File: config.mk
export PLATFORM = sky130hd
export DESIGN_NAME = jlt_lmfc_timing
export DESIGN_NICKNAME = d
export VERILOG_FILES = /design/src/hdl/jlt_pkg.sv /design/src/hdl/jlt_lmfc_timing.sv /design/src/hdl/jlt_frame_delay.sv
export VERILOG_INCLUDE_DIRS = /design/src /design/src/hdl
export SDC_FILE = /design/constraint.sdc
export NUM_CORES = 1
export LEC_CHECK = 0
export BUFFER_PORTS_ARGS = -buffer_cell sky130_fd_sc_hd__buf_4
export CORE_MARGIN = 3
export CORE_UTILIZATION = 55
export DETAILED_ROUTE_END_ITERATION = 7
export PLACE_DENSITY = 0.71
export SLEW_MARGIN = 10
export SYNTH_ARGS = -nofsm -noshare
export SYNTH_HDL_FRONTEND = slang
export SYNTH_SLANG_ARGS = --single-unit
File: constraint.sdc
create_clock -name core_clk -period 2.4 [get_ports core_clk]
set_clock_uncertainty 0.2 [all_clocks]
set_input_delay 0.12 -clock core_clk [delete_from_list [all_inputs] [get_ports core_clk]]
set_output_delay 0.12 -clock core_clk [all_outputs]
set_load 0.005 [all_outputs]
File: src/hdl/jlt_regs.svh
// constants for the multiframe timing block: delays, counts and control characters
// assumes the frame clock is core_clk itself, so a frame clock cycle is one core_clk cycle
`ifndef JLT_REGS_SVH
`define JLT_REGS_SVH

// sysref to multiframe delay per divide ratio, in eighths of a frame clock cycle
`define JLT_DLY8_DIV1 8'd28
`define JLT_DLY8_DIV2 8'd32
`define JLT_DLY8_DIV4 8'd30
`define JLT_DLY8_DIV8 8'd29
// rounding of an eighths figure up to whole frame clock cycles
`define JLT_EIGHTH_ROUND 8'd7
`define JLT_EIGHTH_SHIFT 3

// boundary to serial output delay window and chosen figure, frame clock cycles
`define JLT_LINK_DELAY_MIN 7
`define JLT_LINK_DELAY_MAX 9
`define JLT_LINK_DELAY 8

// frames in one multiframe
`define JLT_FRAMES_PER_MF 32
// length of the lane alignment sequence, multiframes
`define JLT_ILA_MF 4
// least low time of the receiver's sync request, frame clock cycles
`define JLT_SYNC_LOW_MIN 3'd4
// least high and low time of sysref, frame clock cycles
`define JLT_SYSREF_MIN 2

// control characters placed in the octet stream
`define JLT_K28_5 8'hbc
`define JLT_K28_0 8'h1c
`define JLT_K28_3 8'h7c

`endif

File: src/hdl/jlt_pkg.sv
// types shared by the multiframe timing block
// assumes nothing beyond a SystemVerilog compiler
package jlt_pkg;

    // link phase of the single lane
    typedef enum logic [1:0] {
        JLT_LINK_IDLE = 2'b00,
        JLT_LINK_CGS = 2'b01,
        JLT_LINK_ILA = 2'b10,
        JLT_LINK_DATA = 2'b11
    } jlt_lane_state_type;

    // input clock divide ratio selection
    typedef enum logic [1:0] {
        JLT_DIV1 = 2'b00,
        JLT_DIV2 = 2'b01,
        JLT_DIV4 = 2'b10,
        JLT_DIV8 = 2'b11
    } jlt_div_type;

endpackage

File: src/hdl/jlt_lmfc_timing.sv
// multiframe clock and lane phase timing of a single-lane subclass 1 transmitter
// assumes core_clk is the sample clock after division; sysref and sync_req_b are pins
`timescale 1ns/1ps
`default_nettype none
`include "jlt_regs.svh"

module jlt_lmfc_timing #(
    parameter int FRAMES_PER_MF = `JLT_FRAMES_PER_MF,
    parameter int LINK_DELAY = `JLT_LINK_DELAY,
    parameter int SAMPLE_W = 14
) (
    // clock and reset
    input wire logic core_clk,
    input wire logic rst_b,
    // pins from the system
    input wire logic sysref,
    input wire logic sync_req_b,
    // configuration and samples on core_clk
    input wire logic [1:0] input_clock_divide_ratio,
    input wire logic [SAMPLE_W-1:0] sample_data,
    // timing and phase
    output logic multiframe_boundary,
    output jlt_pkg::jlt_lane_state_type lane_state,
    // delayed frame toward the serializer
    output logic [15:0] tx_frame,
    output logic [1:0] tx_is_ctrl,
    output logic tx_first_frame
);

    localparam int MFW = $clog2(FRAMES_PER_MF);
    localparam int FW = 19;
    localparam logic [MFW-1:0] MF_LAST = MFW'(FRAMES_PER_MF - 1);
    localparam logic [1:0] ILA_LAST = 2'(`JLT_ILA_MF - 1);

    if (FRAMES_PER_MF < 4 || FRAMES_PER_MF > 256) begin : g_bad_mf
        $error("frames per multiframe must be 4 to 256");
    end
    if (LINK_DELAY < `JLT_LINK_DELAY_MIN || LINK_DELAY > `JLT_LINK_DELAY_MAX) begin : g_bad_dly
        $error("link delay must lie in the output delay window");
    end
    if (SAMPLE_W > 16 || SAMPLE_W < 1) begin : g_bad_w
        $error("sample does not fit two octets");
    end

    // sysref to boundary delay in whole frame clocks, rounded up
    function automatic logic [2:0] delay_cycles(input logic [1:0] ratio);
        logic [7:0] eighths;
        eighths = `JLT_DLY8_DIV1;
        case (ratio)
            jlt_pkg::JLT_DIV1: eighths = `JLT_DLY8_DIV1;
            jlt_pkg::JLT_DIV2: eighths = `JLT_DLY8_DIV2;
            jlt_pkg::JLT_DIV4: eighths = `JLT_DLY8_DIV4;
            jlt_pkg::JLT_DIV8: eighths = `JLT_DLY8_DIV8;
            default: eighths = `JLT_DLY8_DIV1;
        endcase
        delay_cycles = 3'((eighths + `JLT_EIGHTH_ROUND) >> `JLT_EIGHTH_SHIFT);
    endfunction

    // pin synchronisers and sysref edge history
    logic sysref_meta, sysref_sync, sysref_prev;
    logic sync_meta, sync_sync;
    logic next_sysref_meta, next_sysref_sync, next_sysref_prev;
    logic next_sync_meta, next_sync_sync;
    logic sysref_rise;

    always_comb begin
        next_sysref_meta = sysref;
        next_sysref_sync = sysref_meta;
        next_sysref_prev = sysref_sync;
        next_sync_meta = sync_req_b;
        next_sync_sync = sync_meta;
    end

    always_ff @(posedge core_clk) begin
        if (!rst_b) begin
            sysref_meta <= 1'b0;
            sysref_sync <= 1'b0;
            sysref_prev <= 1'b0;
            sync_meta <= 1'b1;
            sync_sync <= 1'b1;
        end else begin
            sysref_meta <= next_sysref_meta;
            sysref_sync <= next_sysref_sync;
            sysref_prev <= next_sysref_prev;
            sync_meta <= next_sync_meta;
            sync_sync <= next_sync_sync;
        end
    end

    // a two-cycle high and low keeps each rise visible after the synchroniser
    assign sysref_rise = sysref_sync && !sysref_prev;

    // sysref delay counter and local multiframe counter
    logic [2:0] dly_cnt, next_dly_cnt;
    logic dly_busy, next_dly_busy;
    logic [MFW-1:0] lmfc_cnt, next_lmfc_cnt;
    logic next_boundary;
    logic force_boundary;

    always_comb begin
        next_dly_cnt = dly_cnt;
        next_dly_busy = dly_busy;
        force_boundary = dly_busy && (dly_cnt <= 3'd1);
        if (sysref_rise) begin
            next_dly_cnt = delay_cycles(input_clock_divide_ratio) - 3'd1;
            next_dly_busy = 1'b1;
        end else if (force_boundary) begin
            next_dly_busy = 1'b0;
        end else if (dly_busy) begin
            next_dly_cnt = dly_cnt - 3'd1;
        end
        // a forced boundary restarts the count from zero, unless a new sysref rise comes in the same cycle
        if (force_boundary && !sysref_rise) begin
            next_lmfc_cnt = '0;
        end else if (lmfc_cnt == MF_LAST) begin
            next_lmfc_cnt = '0;
        end else begin
            next_lmfc_cnt = lmfc_cnt + MFW'(1);
        end
        next_boundary = (next_lmfc_cnt == '0);
    end

    always_ff @(posedge core_clk) begin
        if (!rst_b) begin
            dly_cnt <= 3'd0;
            dly_busy <= 1'b0;
            lmfc_cnt <= MF_LAST;
            multiframe_boundary <= 1'b0;
        end else begin
            dly_cnt <= next_dly_cnt;
            dly_busy <= next_dly_busy;
            lmfc_cnt <= next_lmfc_cnt;
            multiframe_boundary <= next_boundary;
        end
    end

    // receiver sync request, accepted once held low long enough
    logic [2:0] low_cnt, next_low_cnt;
    logic sync_req;

    assign sync_req = (low_cnt == `JLT_SYNC_LOW_MIN);

    always_comb begin
        if (sync_sync) begin
            next_low_cnt = 3'd0;
        end else if (low_cnt == `JLT_SYNC_LOW_MIN) begin
            next_low_cnt = low_cnt;
        end else begin
            next_low_cnt = low_cnt + 3'd1;
        end
    end

    always_ff @(posedge core_clk) begin
        if (!rst_b) begin
            low_cnt <= 3'd0;
        end else begin
            low_cnt <= next_low_cnt;
        end
    end

    // lane phase, changed only as a boundary cycle begins
    jlt_pkg::jlt_lane_state_type next_lane_state;
    logic [1:0] ila_mf, next_ila_mf;
    logic phase_start, next_phase_start;

    always_comb begin
        next_lane_state = lane_state;
        next_ila_mf = ila_mf;
        if (next_boundary) begin
            case (lane_state)
                jlt_pkg::JLT_LINK_IDLE: begin
                    if (sync_req) begin
                        next_lane_state = jlt_pkg::JLT_LINK_CGS;
                    end
                end
                jlt_pkg::JLT_LINK_CGS: begin
                    if (sync_sync) begin
                        next_lane_state = jlt_pkg::JLT_LINK_ILA;
                        next_ila_mf = 2'd0;
                    end
                end
                jlt_pkg::JLT_LINK_ILA: begin
                    if (sync_req) begin
                        next_lane_state = jlt_pkg::JLT_LINK_CGS;
                    end else if (ila_mf == ILA_LAST) begin
                        next_lane_state = jlt_pkg::JLT_LINK_DATA;
                    end else begin
                        next_ila_mf = ila_mf + 2'd1;
                    end
                end
                jlt_pkg::JLT_LINK_DATA: begin
                    if (sync_req) begin
                        next_lane_state = jlt_pkg::JLT_LINK_CGS;
                    end
                end
                default: next_lane_state = jlt_pkg::JLT_LINK_IDLE;
            endcase
        end
        next_phase_start = (next_lane_state != lane_state);
    end

    always_ff @(posedge core_clk) begin
        if (!rst_b) begin
            lane_state <= jlt_pkg::JLT_LINK_IDLE;
            ila_mf <= 2'd0;
            phase_start <= 1'b0;
        end else begin
            lane_state <= next_lane_state;
            ila_mf <= next_ila_mf;
            phase_start <= next_phase_start;
        end
    end

    // frame content: one two-octet frame per sample clock
    logic [15:0] frame;
    logic [1:0] frame_ctrl;
    logic [7:0] ramp;

    always_comb begin
        ramp = 8'(lmfc_cnt);
        frame = 16'h0000;
        frame_ctrl = 2'b00;
        case (lane_state)
            jlt_pkg::JLT_LINK_CGS: begin
                frame = {`JLT_K28_5, `JLT_K28_5};
                frame_ctrl = 2'b11;
            end
            jlt_pkg::JLT_LINK_ILA: begin
                if (lmfc_cnt == '0) begin
                    frame = {`JLT_K28_0, ramp}; // multiframe start marker
                    frame_ctrl = 2'b10;
                end else if (lmfc_cnt == MF_LAST) begin
                    frame = {ramp, `JLT_K28_3}; // multiframe end marker
                    frame_ctrl = 2'b01;
                end else begin
                    frame = {ramp, ramp};
                end
            end
            jlt_pkg::JLT_LINK_DATA: begin
                // sample left-aligned in the two octets, unused low bits zero
                frame = 16'(sample_data) << (16 - SAMPLE_W);
            end
            default: frame = 16'h0000;
        endcase
    end

    // fixed boundary to output delay, the same for every phase
    logic [FW-1:0] tx_word;

    jlt_frame_delay #(
        .WIDTH(FW),
        .DEPTH(LINK_DELAY)
    ) u_delay (
        .core_clk(core_clk),
        .rst_b(rst_b),
        .din({phase_start, frame_ctrl, frame}),
        .dout(tx_word)
    );

    assign tx_first_frame = tx_word[18];
    assign tx_is_ctrl = tx_word[17:16];
    assign tx_frame = tx_word[15:0];
endmodule // jlt_lmfc_timing

`default_nettype wire

File: src/hdl/jlt_frame_delay.sv
// fixed-length frame delay line between frame build and serial output
// assumes one frame enters every clock; output comes from the last flip-flop stage
`timescale 1ns/1ps
`default_nettype none

module jlt_frame_delay #(
    parameter int WIDTH = 19,
    parameter int DEPTH = 8
) (
    // clock and reset
    input wire logic core_clk,
    input wire logic rst_b,
    // frame stream
    input wire logic [WIDTH-1:0] din,
    output logic [WIDTH-1:0] dout
);

    if (DEPTH < 1 || WIDTH < 1) begin : g_bad_shape
        $error("frame delay needs positive width and depth");
    end

    logic [WIDTH-1:0] stage [DEPTH];
    logic [WIDTH-1:0] next_stage [DEPTH];

    // shift each frame one stage per clock
    always_comb begin
        next_stage[0] = din;
        for (int i = 1; i < DEPTH; i++) begin
            next_stage[i] = stage[i-1];
        end
    end

    // stage registers, cleared by reset
    genvar g;
    for (g = 0; g < DEPTH; g++) begin : g_stage
        always_ff @(posedge core_clk) begin
            if (!rst_b) begin
                stage[g] <= '0;
            end else begin
                stage[g] <= next_stage[g];
            end
        end
    end

    assign dout = stage[DEPTH-1];

endmodule // jlt_frame_delay

`default_nettype wire

==> impl_metrics.yaml <==
power:
  pwr-share-seq: 0.506
  p_leak_nw: 2.81
  internal-power_mw: 4.56
  p_comb_frac: 0.082
  peakVddDrop_uv: 619
  cellPowerDensity_nw_per_um2: 921
  switching_share: 0.246
  pwr-share-clk: 0.412
  p_total_mw: 6.05
  p_switching_mw: 1.49
global_routing:
  grt_pass1_vias: 3009
  grt_max_degree: 141
  gr-usage-all-layers: 0.140
  grt_pass1_wl_um: 12500
  grt_overflow_total: 0
  antenna_found_initial: 0
logic_synthesis:
  synth_area_leader_cell: "dfxtp_1"
  synth_area_leaders: "dfxtp_1 (65%), and2_1 (16%), ha_1 (2.8%)"
  syn_inst: 476
  seq_area_frac_synth: 0.651
  ys_types: 42
  syn_nets: 508
  avgSynthCellArea_um2: 11.3
  synth_seq_cells: 175
  synthDominantCellAreaShare: 0.651
  netlist_area_um2: 5380
  yosys_warnings: 0
timing:
  worst_slack_ns: 0.122
  period_needed_ns: 2.28
  report.final.hold_viol_count: 0
  setup_viol: 0
  maxSlewViolCount: 0
  fmax_mhz: 439
  period_share: 0.949
  relSlewSlack: 0.623
  rsz0062_at_grt: "false"
  worst_slew_pin_slew_ns: 0.560
  finalSetupTns_ns: 0
cells_and_area:
  layout.nets: 568
  final_area_um2: 6570
  antenna_cells: 0
  area_delta_synth_final_pct: 22.1
  drive_above_1_share: 0.150
  stdcell_count: 677
clocking:
  clock-sinks: 175
  cts_buffers: 17
  clkTransAtPathRegs_ns: 0.07
  clkLatencyLatePin_ns: 0.50
  cts_tree: "done"
  cts_root_buffer: "clkbuf_8"
  cts_buffer_depth: 2
  htree_levels: 4
  post_cts_buffers: 0
worst_hold_path:
  min_from: "sysref"
  hold_class: "in2reg"
  min_to: "next_sysref_sync"
  min_path_cells: 3
floorplan:
  ios: 42
  die_h_um: 105
  initial_utilization: 0.574
  die_w_um: 105
  rows: 35
  die_area_um2: 11000
  coreArea_um2: 9370
setup_path:
  critical-path-max-stage-delay_ns: 0.55
  r2r_cells: 6
  endpoint_kind: "flop"
  path_buf_inv: 3
  path_cells: "inv_1, ha_1, buf_4, a32oi_1, nor2_1, dlygate4sd3_1"
  crit_path_start: "lane_state[0]"
  crit_family: "buffers and inverters"
  critPathMaxFanout: 12
  r2r-end: "u_delay.stage[0][8]"
  critPathSlowestCell: "dlygate4sd3_1"
  timing.rr.start: "lane_state[0]"
  arrival_ns: 2.47
  startpoint_type: "flop"
  cp.required_ns: 2.59
  path_class: "reg2reg"
  r2r_slack_ns: 0.12
routing:
  post_drt_wl_per_cell_um: 10.6
  drt.antenna.violating_nets: 0
  dr.pass1.iters: 4
  drt_wl_total_um: 7140
  drt-initial-drc-count: 99
  viasPerCell: 4.60
  num_vias: 3113
  drc: 0
placed_design:
  dp_hpwl_um: 4510
  io_buffers: 39
  place_congestion: 0.812
  dp_slack_ns: 0.304
  dp_cells: 625
  postPlaceCellArea_um2: 5790
job:
  cap_violations: 0
status:
  status: "completed"
worst reg2reg max path: stages (launching register included):
cell,delay [ns]
dfxtp_1,0.53
inv_1,0.11
ha_1,0.31
buf_4,0.21
a32oi_1,0.19
nor2_1,0.06
dlygate4sd3_1,0.55
cells in the mapped netlist:
master     count
nor3b_2        1
and2_1       139
nand3_1        5
nand2_1       15
clkbuf_2       1
inv_1         12
a21bo_1        1
ha_1          12
xor2_1         2
and4bb_2       1
nand4_1        1
o31ai_1        3
nand3b_1       3
buf_2          2
a311oi_2       1
o2bb2ai_1      1
and2_4         1
xnor2_1        3
a32oi_1        2
and4b_1        1
and2_0         1
o2111ai_2      1
clkbuf_1      21
and3_1         6
a21boi_0       6
o211ai_1       1
a31oi_1        3
nand2b_1       8
o21ai_1        1
buf_4          1
nor2_1        11
dfxtp_1      175
mux2i_1        2
a22oi_1        5
o211a_1        1
a21oi_1       12
o21ai_0        8
o21ba_1        1
nor3_1         2
o21bai_2       1
o311a_1        1
a21o_1         1
per-layer routing:
layer | part of all wire | GRT usage | vias up
li1 | - | - | 1654
met1 | 0.47 | 0.155 | 1384
met2 | 0.47 | 0.239 | 67
met3 | 0.039 | 0.0488 | 8
met4 | 0.018 | 0.0665 | 0
met5 | 0 | 0 | -
layout by cell type (no fill, tap or decap), drive strengths merged:
| cell type | n |
|---|---|
| o211a | 1 |
| nand2 | 15 |
| and2 | 141 |
| o2111ai | 1 |
| a21oi | 12 |
| nor3 | 2 |
| clkinvlp | 2 |
| ha | 12 |
| a31oi | 3 |
| clkinv | 7 |
| o2bb2ai | 1 |
| nor3b | 1 |
| buf | 45 |
| mux2i | 2 |
| nand3b | 3 |
| clkbuf | 17 |
| a21boi | 6 |
| a32oi | 2 |
| a311oi | 1 |
| and3 | 6 |
| xnor2 | 3 |
| and4bb | 1 |
| a21bo | 1 |
| nand4 | 1 |
| dfxtp | 175 |
| and4b | 1 |
| nand3 | 5 |
| nor2 | 11 |
| o211ai | 1 |
| o311a | 1 |
| o31ai | 3 |
| a22oi | 5 |
| o21ai | 9 |
| a21o | 1 |
| o21ba | 1 |
| o21bai | 1 |
| inv | 17 |
| dlygate4sd3 | 21 |
| nand2b | 8 |
| xor2 | 2 |
cell families after synthesis:
family          count (synthesis)  share of synthesized area
compound gates                 50                     0.0653
xor+xnor                        5                    0.00814
fa+ha+maj                      12                     0.0279
buf+inv                        37                     0.0272
flops                         175                      0.651
mux                             2                    0.00372
simple gates                  195                      0.217
stage by stage:
stage / hold WS, ns / util
after detailed placement: 0.110 / 0.618
after floorplan: 0.0215 / -
after global placement: 0.110 / 0.618
final: 0.183 / 0.701
after CTS: 0.136 / 0.701
after global routing: 0.168 / 0.701
power by group through the flow:
stage                     combinational (mW)  clock (mW)  sequential [mW]
after detailed placement               0.471           0             3.13
after floorplan                        0.380           0             3.08
final                                  0.494        2.49             3.06
after global placement                 0.470           0             3.13
after global routing                   0.554        2.69             3.07
after CTS                              0.497        2.57             3.06
layout make-up:
cell class                 count  area (um2)
sequential                   175        3500
fill                         746        2800
multi-input combinational    264        1730
timing repair buffer          66         561
clock buffer                  17         414
tap                          129         161
clock inverter                14         153
inverter                      12        45.0
sequential cells by signal (all words and copies together) (netlist names):
| signal | flops |
|---|---|
| u_delay.stage | 152 |
| dly_cnt | 3 |
| lane_state | 2 |
| next_sync_sync | 1 |
| lmfc_cnt | 5 |
| sysref_prev | 1 |
| ila_mf | 2 |
| next_sysref_prev | 1 |
| phase_start | 1 |
| sync_sync | 1 |
| next_sysref_sync | 1 |
| dly_busy | 1 |
| low_cnt | 3 |
| multiframe_boundary | 1 |
repair_timing:
action | 4_1_cts | 5_1_grt
setup endpoints to repair | 0 | 0
hold buffers | 21 | 0
endpoints found under the hold margin | 34 | 0
resized for setup | 0 | 0
worst max path at each step:
stage                               end  slack (ns)  cells after the start
CTS                 u_delay.stage[0][9]        0.12                      6
floorplan                     ila_mf[0]        0.44                      7
global placement              ila_mf[1]        0.33                      8
global route        u_delay.stage[0][9]       0.008                      6
finish              u_delay.stage[0][8]        0.12                      6
detailed placement            ila_mf[1]        0.30                      8
No activity file was read; power rests on OpenSTA's default activity.
